File: config.mk
export PLATFORM = sky130hd
export DESIGN_NAME = adc_parallel_host_port
export DESIGN_NICKNAME = d
export VERILOG_FILES = /design/src/adc_port_pkg.sv /design/src/adc_parallel_host_port.sv
export VERILOG_INCLUDE_DIRS = /design/src
export SDC_FILE = /design/constraint.sdc
export NUM_CORES = 1
export LEC_CHECK = 0
export ABC_CLOCK_PERIOD_IN_PS = 2240
export CAP_MARGIN = 20
export CORE_MARGIN = 2
export CORE_UTILIZATION = 30
export DETAILED_ROUTE_END_ITERATION = 7
export DONT_BUFFER_PORTS = 1
export PLACE_DENSITY_LB_ADDON = 0.05
export REMOVE_ABC_BUFFERS = 1
export SYNTH_ARGS = -nofsm -noshare
export SYNTH_HDL_FRONTEND = slang
export SYNTH_SLANG_ARGS = --single-unit
File: constraint.sdc
create_clock -name clk_sys -period 2.24 [get_ports clk_sys]
set_clock_uncertainty 0.15 [all_clocks]
set_input_delay 0.112 -clock clk_sys [delete_from_list [all_inputs] [get_ports clk_sys]]
set_output_delay 0.112 -clock clk_sys [all_outputs]
set_load 0.02 [all_outputs]
File: src/adc_port_defs.svh
// Constants for the byte-wide converter host port.
`ifndef ADC_PORT_DEFS_SVH
`define ADC_PORT_DEFS_SVH
`define CFG_CLK_INT_BIT 7
`define CFG_ACQ_EXT_BIT 5
`define CFG_RESET 8'h00
`define ACQ_TICKS 2'h3
`define CONV_TICKS 4'hD
`define SAR_MSB_TRIAL 12'h800
`define INT_DIV_DEFAULT 8'h03
`endif

File: src/adc_port_pkg.sv
// Types for the byte-wide converter host port.
package adc_port_pkg;
  typedef enum logic [1:0] {
    ST_IDLE = 2'b00,
    ST_ACQ = 2'b01,
    ST_CONV = 2'b11
  } conv_state_e;
  typedef struct packed {
    conv_state_e state;
    logic [7:0] cfg;
    logic ext_acq;
    logic [1:0] acq_cnt;
    logic [3:0] bit_cnt;
    logic [11:0] sar;
    logic [11:0] result;
    logic int_n;
    logic [7:0] d_out;
    logic d_oe_n;
    logic rd_prev;
    logic wr_prev;
    logic clk_prev;
    logic cs_prev;
    logic [7:0] div_cnt;
  } port_state_s;
endpackage : adc_port_pkg

File: src/adc_parallel_host_port.sv
// Parallel host port, acquisition timing and SAR sequencer of the converter.
`timescale 1ns/1ps
`default_nettype none
`include "adc_port_defs.svh"
module adc_parallel_host_port #(
  parameter logic [7:0] INT_DIV = `INT_DIV_DEFAULT
) (
  input wire logic clk_sys,
  input wire logic rstn,
  input wire logic cs_n,
  input wire logic rd_n,
  input wire logic wr_n,
  input wire logic high_byte_select,
  input wire logic [7:0] d_in,
  input wire logic conv_clk,
  input wire logic cmp_hi,
  output logic [7:0] d_out,
  output logic d_oe_n,
  output logic int_n,
  output logic [11:0] dac_code,
  output logic hold,
  output logic [7:0] cfg_byte
);
  ////////////////////////////////////////////////////////////////////////////
  adc_port_pkg::port_state_s s_reg;
  adc_port_pkg::port_state_s s_next;
  logic wr_rise;
  logic rd_fall;
  logic tick;
  logic done;
  logic [11:0] trial;
  logic [3:0] step;

  // Strobe edges count only with chip select low around them.
  assign wr_rise = !s_reg.wr_prev && wr_n && !s_reg.cs_prev;
  assign rd_fall = s_reg.rd_prev && !rd_n && !cs_n;
  // Internal mode ticks from the divider; external mode on pin falling edges.
  assign tick = s_reg.cfg[`CFG_CLK_INT_BIT] ? (s_reg.div_cnt == 8'h00)
                                            : (s_reg.clk_prev && !conv_clk);
  assign step = s_reg.bit_cnt - 4'h1;
  assign trial = `SAR_MSB_TRIAL >> step;
  assign done = (s_reg.state == adc_port_pkg::ST_CONV) && tick && !wr_rise
                && (s_reg.bit_cnt == `CONV_TICKS - 4'h1);

  ////////////////////////////////////////////////////////////////////////////
  always_comb begin
    s_next = s_reg;
    s_next.rd_prev = rd_n;
    s_next.wr_prev = wr_n;
    s_next.clk_prev = conv_clk;
    s_next.cs_prev = cs_n;
    if (s_reg.div_cnt == 8'h00 || !s_reg.cfg[`CFG_CLK_INT_BIT]) begin
      s_next.div_cnt = INT_DIV - 8'h01;
    end else begin
      s_next.div_cnt = s_reg.div_cnt - 8'h01;
    end
    unique case (s_reg.state)
      adc_port_pkg::ST_IDLE: begin
      end
      adc_port_pkg::ST_ACQ: begin
        if (!s_reg.ext_acq && tick) begin
          if (s_reg.acq_cnt == `ACQ_TICKS - 2'h1) begin
            s_next.state = adc_port_pkg::ST_CONV;
            s_next.bit_cnt = 4'h0;
          end else begin
            s_next.acq_cnt = s_reg.acq_cnt + 2'h1;
          end
        end
      end
      adc_port_pkg::ST_CONV: begin
        if (tick) begin
          s_next.bit_cnt = s_reg.bit_cnt + 4'h1;
          if (s_reg.bit_cnt == 4'h0) begin
            s_next.sar = `SAR_MSB_TRIAL;
          end else begin
            if (!cmp_hi) begin
              s_next.sar = s_reg.sar & ~trial;
            end
            if (step != 4'hB) begin
              s_next.sar = s_next.sar | (trial >> 1);
            end
          end
          if (done) begin
            s_next.result = s_next.sar;
            s_next.state = adc_port_pkg::ST_IDLE;
          end
        end
      end
      default: begin
        s_next.state = adc_port_pkg::ST_IDLE;
      end
    endcase
    if (rd_fall) begin
      s_next.int_n = 1'b1;
    end
    if (done) begin
      s_next.int_n = 1'b0;
    end
    if (wr_rise) begin
      s_next.int_n = 1'b1;
      s_next.cfg = d_in;
      s_next.ext_acq = d_in[`CFG_ACQ_EXT_BIT];
      s_next.acq_cnt = 2'h0;
      s_next.bit_cnt = 4'h0;
      if (!d_in[`CFG_ACQ_EXT_BIT] && s_reg.state == adc_port_pkg::ST_ACQ
          && s_reg.ext_acq) begin
        s_next.state = adc_port_pkg::ST_CONV;
      end else begin
        s_next.state = adc_port_pkg::ST_ACQ;
      end
    end
    s_next.d_oe_n = cs_n || rd_n;
    s_next.d_out = high_byte_select ? {4'h0, s_reg.result[11:8]}
                                    : s_reg.result[7:0];
  end

  always_ff @(posedge clk_sys or negedge rstn) begin
    if (!rstn) begin
      s_reg <= '{state: adc_port_pkg::ST_IDLE, cfg: `CFG_RESET,
                 ext_acq: 1'b0, acq_cnt: 2'h0, bit_cnt: 4'h0,
                 sar: 12'h000, result: 12'h000, int_n: 1'b1,
                 d_out: 8'h00, d_oe_n: 1'b1, rd_prev: 1'b1,
                 wr_prev: 1'b1, clk_prev: 1'b0, cs_prev: 1'b1,
                 div_cnt: 8'h00};
    end else begin
      s_reg <= s_next;
    end
  end

  assign d_out = s_reg.d_out;
  assign d_oe_n = s_reg.d_oe_n;
  assign int_n = s_reg.int_n;
  assign dac_code = s_reg.sar;
  // Only the conversion state has its upper code bit set.
  assign hold = s_reg.state[1];
  assign cfg_byte = s_reg.cfg;
endmodule : adc_parallel_host_port
`default_nettype wire

==> summary.txt, run 1 <==
Synthesis
  • Synth Instances: 309
  • Post-synth EDFFs: 0
  • Cell Area, Synth: 3210 sq um
  • Async S/R FF share, synth: 1.00
  • Top FF cell, synth: dfrtp_1
  • Post-synth cell types: 48
  • FF+latch count, synth: 62
  • Synth warn: 0
  • Post-synthesis sequential area ratio: 0.485
  • Syn Area/Cell: around 10 sq um

Global routing
  • Global-route wire length before repair: between 10,000 and 15,000 um
  • Pin count of the biggest net entering global routing: 63
  • Vias in the first global route: roughly 2,300
  • Initial antenna violation count: 0
  • Total gr overflow: 0
  • Total GRT Usage: 0.138

Drt
  • DRC Markers: 0
  • Starting DRT DRC Count: 54
  • Post-DRT Antenna Nets: 0
  • Drt wl/cell: 16.1 um
  • Routed vias: 2,185
  • Vias/cell: approximately 4.7
  • DR pass1 iterations: 4
  • Final wirelength: about 7500 um

Clock network
  • CTS sink cnt: 62
  • Root Driver: clkbuf_8
  • Total CTS buffers: 9
  • Clock Tree Buf Depth: 2
  • Skew-Pair Late Insertion Delay: between 0.3 and 0.4 ns
  • CTS tree: built
  • Htree depth: 3
  • Clock-pin slew of the registers on the worst-case setup and hold paths: 0.07 ns

Power and ir drop
  • Cell area power density: around 1100 nW/um^2
  • Switch share: 0.366
  • Pleak: 1.78 nW
  • Sequential share of power: 0.374
  • Int Pwr: ~2.7 mW
  • Max VDD drop: between 0.4 and 0.5 mV
  • Clock power frac: 0.272
  • NetSw: roughly 1.6 mW
  • Pwr Total: around 4.3 mW
  • Logic pwr share: 0.355

STA
  • Minimum period implied by the final worst setup slack: 2.13 ns
  • Final slew viol count: 0
  • Worst-Margin Slew: roughly 0.57 ns
  • Max_slew headroom: 0.618
  • Final number of setup-violating endpoints: 0
  • Final Cycle Share: 0.953
  • RSZ-0062 raised after global routing: no
  • Final Hold Vio Count: 0
  • Fmax: 0.469 GHz

Floorplan
  • I/O pin count: 47
  • Horiz. Die Dim: approximately 110 um
  • Initial Util: 0.309
  • Die Y: about 110 um
  • CORE AREA: slightly above 10,000 sq um
  • Die area: ~12,000 sq um
  • Site Rows: 37

Finish
  • Max reg flops: 31
  • Antenna cells: 0
  • Share of cells above drive strength 1: 0.258
  • P&R area growth vs syn: 17.8%
  • Fin nets: 349
  • Finished Core Util: 0.365

Critical path
  • Crit path DAT: approximately 2.2 ns
  • Crit. Startpoint: s_reg[46]
  • Crit Reg-Reg Endpoint: s_reg[23]
  • CP Capture Point: s_reg[23]
  • R2r startpoint: s_reg[46]
  • Worst setup SP type: flip-flop
  • WP data required: around 2.3 ns
  • WS Path Type: flip-flop to flip-flop
  • Cell mode on critical path: buf_4
  • Largest stage delay, worst path: between 0.4 and 0.5 ns
  • R2R cell count: 7
  • Worst Setup End Kind: flip-flop
  • CP max stage cell: dfrtp_2
  • R2r setup slk: 0.11 ns
  • CP max FO: 6
  • Worst-path cell chain: inv_1 > buf_4 > ha_2 > nand4_1 > or3_4 > buf_4 > mux2_2

Placed design
  • Port bufs: 0
  • GP Congestion: a little under 0.8
  • Detailed placement HPWL: 5020 um

Status
  • Status: finished, final reports clean

Worst hold path
  • Worst Hold Class: primary input to flip-flop
  • Worst hold start: conv_clk

Flow run
  • Max-Cap Viols: 0
-- worst max-delay path, delay by kind of cell, from the launching register on --
kind / cells / cell delay [ns]
muxes: 1 / 0.27
buffers and inverters: 3 / 0.42
DFF: 1 / 0.43
adders and majority gates: 1 / 0.21
and+or+nand+nor: 2 / 0.55
-- synth_stat cells (4+ instances only) --
cell | instances | share of area
ha_1 | 8 | 0.031
mux2_2 | 10 | 0.035
nor2b_1 | 5 | 0.0097
nor3_1 | 6 | 0.0094
nand2b_1 | 4 | 0.0078
nand2_1 | 38 | 0.044
xnor2_1 | 4 | 0.011
a22o_1 | 4 | 0.011
dfrtp_1 | 57 | 0.44
dfstp_2 | 5 | 0.041
a21oi_1 | 6 | 0.0094
nor2_1 | 25 | 0.029
a31oi_1 | 6 | 0.012
o21ai_0 | 14 | 0.022
inv_1 | 14 | 0.016
mux2i_1 | 5 | 0.016
mux2_4 | 6 | 0.028
buf_4 | 29 | 0.068
clkbuf_1 | 8 | 0.0094
nor3b_1 | 5 | 0.012
nand3_1 | 11 | 0.017
-- how the worst min path moves through the flow --
stage             endpoint  cells after the start
2_1_floorplan  cfg_byte[0]                      0
3_3_place_gp      d_out[3]                      0
5_1_grt          s_reg[26]                      4
6_report         s_reg[61]                      4
4_1_cts        dac_code[4]                      4
3_5_place_dp      d_out[3]                      0
-- metal layers --
layer  part of all wire  vias to the layer above  track usage
met4              0.014                        0       0.0522
met5                  0                        -            0
met1               0.46                     1059        0.176
met2               0.48                       47        0.221
met3              0.046                       11       0.0436
li1                   -                     1068            -
-- logic make-up after synthesis --
logic type	share of synthesized area
compound gates	0.120
mux	0.0788
fa+ha+maj	0.0312
flops	0.485
buf+inv	0.0971
xor+xnor	0.0191
simple gates	0.168
-- final cells by class --
type,instances,area (sq um)
fillers,1089,6590
flip-flops and latches,62,1560
multi-input cells,195,1370
repair buffers,43,393
well taps,136,170
clock buffers,13,169
clock inverters,3,65.1
inverters,14,52.6
-- placed cells by master (no fill, tap or decap), drive strengths merged, types with 3 or more instances in the layout --
master,instances
a31oi,6
dlygate4sd3,15
dfrtp,57
a32o,3
clkbuf,13
nor3b,5
a21oi,6
nand3,11
dfstp,5
a22o,4
nand2,39
buf,28
o2bb2ai,3
o21ai,14
nor3,6
nand2b,4
xor2,3
xnor2,4
inv,14
nor2,25
mux2,16
ha,8
mux2i,5
nor2b,5
-- power groups by stage --
| stage | combinational, mW | clock, mW | sequential (mW) |
|---|---|---|---|
| floorplan | 0.871 | 0 | 1.62 |
| global placement | 1.42 | 0 | 1.62 |
| detailed placement | 1.41 | 0 | 1.62 |
| CTS | 1.48 | 1.20 | 1.60 |
| global route | 1.71 | 1.26 | 1.63 |
| finish | 1.51 | 1.16 | 1.59 |
-- what timing repair did --
item | 4_1_cts | 5_1_grt
hold buffers | 16 | 0
endpoints found under the hold margin | 86 | 0
setup buffers | 0 | 5
gates resized for setup | 0 | 12
endpoints found under the setup margin | 0 | 20
-- through the flow --
step	setup WS, ns	hold slack (ns)	cell area (sq um)	cells	TNS (ns)
2_1_floorplan	-0.122	-0.334	2950	271	-0.757
3_3_place_gp	0.0747	-0.332	3290	429	0
3_5_place_dp	0.0470	-0.332	3290	429	0
4_1_cts	0.0170	0.0180	3700	461	0
5_1_grt	0.00291	0.0462	3780	466	0
6_report	0.106	0.0163	3780	466	0
No activity file was read; power rests on OpenSTA's default activity.
==> run 2: changes to the inputs <==
--- a/config.mk
+++ b/config.mk
@@ -6,9 +6,8 @@
 export SDC_FILE = /design/constraint.sdc
 export NUM_CORES = 1
 export LEC_CHECK = 0
-export ABC_CLOCK_PERIOD_IN_PS = 2240
+export ABC_CLOCK_PERIOD_IN_PS = 2100
 export CAP_MARGIN = 20
-export CORE_MARGIN = 2
 export CORE_UTILIZATION = 30
 export DETAILED_ROUTE_END_ITERATION = 7
 export DONT_BUFFER_PORTS = 1
==> constraint.sdc (replaced) <==
create_clock -name clk_sys -period 2.1 [get_ports clk_sys]
set_clock_uncertainty 0.15 [all_clocks]
set_input_delay 0.105 -clock clk_sys [delete_from_list [all_inputs] [get_ports clk_sys]]
set_output_delay 0.105 -clock clk_sys [all_outputs]
set_load 0.02 [all_outputs]
==> run 2 against run 1 <==
Final cell count increased by 3.9%; critical endpoint is now s_reg[30]; the flow now finishes with violations (negative setup slack); setup slack got worse by 0.13 ns; design area increased by 4.7%.
==> summary.txt, run 2 (synthesis gave the netlist of run 1 again) <==
Global routing
  • Grt peak-use layer: met2
  • Met3 Use GR: 0.0359 (-0.00771)
  • Met2 usage: 0.246 (+0.0256)
  • Vias in the first global route: 2,347 (+2.7%)
  • Total gr overflow: 0 (unchanged)
  • Pin count of the biggest net entering global routing: 63 (unchanged)
  • Global-route wire length before repair: 12,400 um (+1.9%)
  • Total GRT Usage: 0.147 (+0.00825)
  • Met1 Use GR: 0.181 (+0.00493)
  • Initial antenna violation count: 0 (unchanged)

Flow run
  • Max-Cap Viols: 0 (unchanged)

STA
  • Final number of setup-violating endpoints: 4 (+4)
  • Setup TNS: -0.0880 ns (-0.0880 ns)
  • Final worst slack: -0.0271 ns (-0.133 ns)
  • Final Hold Vio Count: 0 (unchanged)
  • Final slew viol count: 0 (unchanged)
  • Worst-Margin Slew: 0.577 ns (+0.00461 ns)
  • RSZ-0062 raised after global routing: yes
  • Final Cycle Share: 1.01 (+0.0604)
  • Fmax: 0.470 GHz (+0.31%)
  • Max_slew headroom: 0.615 (-0.00307)
  • Minimum period implied by the final worst setup slack: 2.13 ns (-0.00657 ns)

Clock network
  • Htree depth: 3 (unchanged)
  • Total CTS buffers: 9 (unchanged)
  • Clock-pin slew of the registers on the worst-case setup and hold paths: 0.08 ns (about the same)
  • CTS sink cnt: 62 (unchanged)
  • Root Driver: clkbuf_8
  • Clock Tree Buf Depth: 2 (unchanged)
  • CTS tree: built
  • Skew-Pair Late Insertion Delay: 0.34 ns (about the same)

Finish
  • Layout Cells excl Fill: 484 (+3.9%)
  • Max reg flops: 31 (unchanged)
  • Commonest non-fill, non-tap cells in the layout: dfrtp_1, buf_4, nand2_1
  • Most common cell after layout, fill and taps aside: dfrtp_1
  • P&R area growth vs syn: 23.3%
  • Fin nets: 367 (+5.2%)
  • Share of cells above drive strength 1: 0.299 (+0.0413)
  • Antenna cells: 0 (unchanged)
  • Finished Core Util: 0.382 (+0.0170)

Floorplan
  • Site Rows: 37 (unchanged)
  • Horiz. Die Dim: 105 um (-1.9%)
  • Initial Util: 0.309 (unchanged)
  • CORE AREA: 10,400 sq um (unchanged)
  • Die Y: 105 um (-1.9%)
  • Die area: 11,100 sq um (-3.7%)
  • I/O pin count: 47 (unchanged)

Drt
  • DRC Markers: 0 (unchanged)
  • Final wirelength: 7920 um (+5.7%)
  • Vias/cell: 4.64 (-0.94%)
  • Starting DRT DRC Count: 66 (+22%)
  • Post-DRT Antenna Nets: 0 (unchanged)
  • Drt wl/cell: 16.4 um (+1.8%)
  • Routed vias: 2,248 (+2.9%)
  • DR pass1 iterations: 4 (unchanged)

Placed design
  • Port bufs: 0 (unchanged)
  • Detailed placement HPWL: 5080 um (+1.1%)
  • Cells after DPL: 441 (+2.8%)
  • GP Congestion: 0.773 (-1.1%)
  • DP Worst Slack: -0.0552 ns (-0.102 ns)

Critical path
  • CP max FO: 4 (-2)
  • Worst setup SP type: flip-flop
  • Crit path DAT: 2.20 ns (about the same)
  • WS Path Type: flip-flop to flip-flop
  • Worst Setup End Kind: flip-flop
  • WP data required: 2.18 ns (-0.13 ns)

Status
  • Status: finished with violations
  • Violated checks: negative setup slack

Power and ir drop
  • Pleak: 1.86 nW (+4.8%)
  • Max VDD drop: 0.515 mV (+19%)
  • Cell area power density: 1220 nW/um^2 (+7.8%)

Worst hold path
  • Worst Hold Class: primary input to flip-flop
-- run 2: cell types whose count changed in the layout (fill, tap and decap cells not counted), moves of 2 or more --
| cell | change |
|---|---|
| buf_6 | +2 |
| nor2b_1 | +2 |
| ha_4 | +2 |
| nor2b_2 | -2 |
| ha_2 | -2 |
| clkbuf_8 | -2 |
| buf_4 | +16 |
| o21ai_0 | -2 |
| o21ai_1 | +2 |
-- run 2: metal layers --
| layer | share of wire | wire (um) |
|---|---|---|
| met1 | 0.45 | 3590 |
| met2 | 0.50 | 3960 |
| met3 | 0.031 | 242 |
| met4 | 0.015 | 121 |
| met5 | 0 | 0 |
-- run 2: final timing paths --
path,from,endpoint,slack (ns),cells after the start
worst max-delay path,s_reg[46],s_reg[30],-0.03,8
worst max register to register,s_reg[46],s_reg[30],-0.03,8
worst min-delay path,conv_clk,s_reg[61],0.02,4
worst min register to register,s_reg[27],d_out[5],0.33,2
max in group asynchronous,rstn,s_reg[10],1.30,2
min in group asynchronous,rstn,s_reg[46],0.18,2
-- run 2: layout make-up --
type	instances	area (sq um)
flip-flops and latches	62	1560
fillers	1076	6410
well taps	136	170
multi-input cells	196	1450
inverters	14	52.6
clock inverters	4	70.1
repair buffers	60	515
clock buffers	12	145
-- run 2: where the power goes --
group	switching, mW	internal (mW)	leakage [nW]	total (mW)
combinational	0.999	0.937	0.972	1.94
clock	0.485	0.699	0.110	1.18
sequential	0.301	1.40	0.780	1.70
total	1.78	3.03	1.86	4.82
-- run 2: through the flow --
| stage | hold WS, ns | total power [mW] | instance area [sq um] |
|---|---|---|---|
| final | 0.0203 | 4.82 | 3960 |
| after global routing | 0.0509 | 5.14 | 3960 |
| after CTS | 0.0273 | 4.68 | 3810 |
| after detailed placement | -0.339 | 3.33 | 3380 |
| after global placement | -0.339 | 3.34 | 3380 |
| after floorplan | -0.341 | 2.65 | 2950 |
-- run 2: repair_timing --
item                                    4_1_cts  5_1_grt
setup buffers                                 2        8
cloned                                        0        1
endpoints found under the setup margin       13       23
hold endpoints to repair                     86        0
hold buffers                                 16        0
pin swaps                                     5        6
resized for setup                             8       17
-- run 2: worst max-delay path, stage by stage (launching register included) --
cell and delay (ns):
dfrtp_1 0.42, buf_4 0.15, o21ai_0 0.19, buf_4 0.17, buf_4 0.13, and2_1 0.14
nand3_1 0.10, a32o_1 0.29, mux2_4 0.26
==> run 3: changes to the inputs <==
--- a/config.mk
+++ b/config.mk
@@ -8,7 +8,7 @@
 export LEC_CHECK = 0
 export ABC_CLOCK_PERIOD_IN_PS = 2100
 export CAP_MARGIN = 20
-export CORE_UTILIZATION = 30
+export CORE_UTILIZATION = 36
 export DETAILED_ROUTE_END_ITERATION = 7
 export DONT_BUFFER_PORTS = 1
 export PLACE_DENSITY_LB_ADDON = 0.05
==> run 3 against run 2 <==
The run now ends clean; non-clock buffer count is 4 lower; design area decreased by 3.3%; total power fell by 6.1%; sequential share of layout area up 1.4 points; fmax grew 1.4%; die area is 16% lower; utilization grew 5.9 points; combinational power decreased by 7%; sequential power is essentially flat; clock power down 13%.
==> summary.txt, run 3 (synthesis gave the netlist of run 1 again) <==
Status
  • Status: finished, final reports clean

STA
  • Final Cycle Share: 0.999 (-0.0137)
  • Final worst slack: 0.00176 ns (+0.0289 ns)
  • Minimum period implied by the final worst setup slack: 2.10 ns (-0.0289 ns)
  • Max_slew headroom: 0.715 (+0.0997)
  • RSZ-0062 raised after global routing: yes
  • Final slew viol count: 0 (unchanged)
  • Final number of setup-violating endpoints: 0 (-4)
  • Final Hold Vio Count: 0 (unchanged)
  • Worst-Margin Slew: 0.426 ns (-0.151 ns)
  • Fmax: 0.477 GHz (+1.4%)

Placed design
  • GP Congestion: 0.825 (+6.8%)
  • Detailed placement HPWL: 4770 um (-6.0%)
  • Post-DP Area: 3350 sq um (-1.0%)
  • Port bufs: 0 (unchanged)
  • DP Worst Slack: -0.0477 ns (+0.00755 ns)

Clock network
  • CTS tree: built
  • Clock Tree Buf Depth: 2 (unchanged)
  • CTS sink cnt: 62 (unchanged)
  • Clock-pin slew of the registers on the worst-case setup and hold paths: 0.08 ns (about the same)
  • Skew-Pair Late Insertion Delay: 0.34 ns (about the same)
  • Root Driver: clkbuf_8
  • Total CTS buffers: 9 (unchanged)
  • Htree depth: 3 (unchanged)

Power and ir drop
  • Pleak: 1.81 nW (-2.6%)
  • Max VDD drop: 0.460 mV (-11%)
  • Cell area power density: 1180 nW/um^2 (-2.9%)

Finish
  • Area of the multi-input gates: 1410 sq um (-2.9%)
  • Fillcell total: 872 (-19%)
  • Most common cell after layout, fill and taps aside: dfrtp_1
  • Max reg flops: 31 (unchanged)
  • P&R area growth vs syn: 19.3%
  • Commonest non-fill, non-tap cells in the layout: dfrtp_1, nand2_1, buf_4
  • Final instance area: 3830 sq um (-3.3%)
  • Register area: 1560 sq um (about the same)
  • Antenna cells: 0 (unchanged)
  • Share of cells above drive strength 1: 0.291 (-0.00815)
  • Fin nets: 363 (-1.1%)

Drt
  • Final wirelength: 7310 um (-7.6%)
  • Routed vias: 2,227 (-0.93%)
  • Starting DRT DRC Count: 53 (-20%)
  • DRC Markers: 0 (unchanged)
  • DR pass1 iterations: 6 (+2)
  • Vias/cell: 4.93 (+6.1%)
  • Drt wl/cell: 16.2 um (-1.1%)
  • Post-DRT Antenna Nets: 0 (unchanged)

Critical path
  • WP data required: 2.17 ns (about the same)
  • Worst Setup End Kind: flip-flop
  • Critical path buffers and inverters: 2 (-1)
  • Largest stage delay, worst path: 0.43 ns (about the same)
  • Worst-path cell chain: buf_6 > o21ai_0 > buf_4 > a2111oi_4 > o21ai_1 > a32o_1 > mux2_4
  • CP max FO: 5 (+1)
  • CP delay by family, top: compound AO/OA/AOI/OAI gates
  • Worst setup SP type: flip-flop
  • Crit path DAT: 2.17 ns (-0.03 ns)
  • WS Path Type: flip-flop to flip-flop
  • CP max stage cell: a2111oi_4

Global routing
  • Vias in the first global route: 2,242 (-4.5%)
  • Initial antenna violation count: 0 (unchanged)
  • Total GRT Usage: 0.167 (+0.0200)
  • Global-route wire length before repair: 11,300 um (-8.7%)
  • Total gr overflow: 0 (unchanged)
  • Pin count of the biggest net entering global routing: 63 (unchanged)

Floorplan
  • Die area: 9300 sq um (-16%)
  • CORE AREA: 8680 sq um (-16%)
  • I/O pin count: 47 (unchanged)
  • Horiz. Die Dim: 96.4 um (-8.5%)
  • Site Rows: 34 (-8.1%)
  • Initial Util: 0.370 (+0.0603)
  • Die Y: 96.4 um (-8.5%)

Flow run
  • Max-Cap Viols: 0 (unchanged)

Worst hold path
  • Worst Hold Class: primary input to flip-flop
-- run 3: cell types whose count changed in the layout (fill, tap and decap cells not counted), moves of 2 or more --
cell	change
buf_4	-4
clkinvlp_4	+3
o21ai_0	+2
o21ai_1	-2
-- run 3: worst paths after layout --
check / slack (ns) / from / cells past startpoint / to
setup reg to reg: 0.002 / s_reg[47] / 7 / s_reg[24]
hold reg to reg: 0.32 / s_reg[26] / 2 / d_out[4]
setup / recovery: 0.002 / s_reg[47] / 7 / s_reg[24]
max in group asynchronous: 1.35 / rstn / 2 / d_oe_n
hold / removal: 0.02 / cmp_hi / 4 / s_reg[26]
min in group asynchronous: 0.14 / rstn / 2 / s_reg[28]
-- run 3: area by class of cell --
type / count / area share
inverter: 14 / 0.0137
sequential: 62 / 0.407
multi-input combinational: 196 / 0.367
clock buffer: 10 / 0.0333
clock inverter: 6 / 0.0163
timing repair buffer: 56 / 0.127
tap: 108 / 0.0353
-- run 3: where the power goes --
part	switching [mW]	total (mW)	internal, mW
Clock	0.483	1.03	0.544
Combinational	0.942	1.81	0.867
Sequential	0.290	1.69	1.40
-- run 3: through the flow --
stage	power, mW	hold WS (ns)	util	TNS, ns	std cells
3_3_place_gp	3.33	-0.339	0.386	-0.115	413
2_1_floorplan	2.65	-0.341	-	-2.11	271
3_5_place_dp	3.33	-0.339	0.386	-0.169	413
4_1_cts	4.48	0.0142	0.430	0	445
5_1_grt	4.86	0.0317	0.441	-0.489	452
6_report	4.52	0.0174	0.441	0	452
-- run 3: layer usage --
layer  wire length (um)  vias to the layer above  GRT usage
met5                  0                        -          0
met1               3400                     1072      0.208
met4                214                        0     0.0723
met2               3450                       42      0.267
li1                   -                     1100          -
met3                255                       13     0.0501
-- run 3: repair_timing --
| item | in CTS | in global routing |
|---|---|---|
| pin swaps | 3 | 4 |
| gates resized for setup | 6 | 12 |
| endpoints found under the setup margin | 13 | 23 |
| buffers inserted | 0 | 6 |
| endpoints found under the hold margin | 86 | 0 |
| cloned | 0 | 1 |
| hold buffers | 16 | 0 |
-- run 3: tightest hold or removal path: stages --
cell     delay, ns
nor2_1        0.04
nand3_1       0.08
a32oi_1       0.11
mux2i_1       0.12
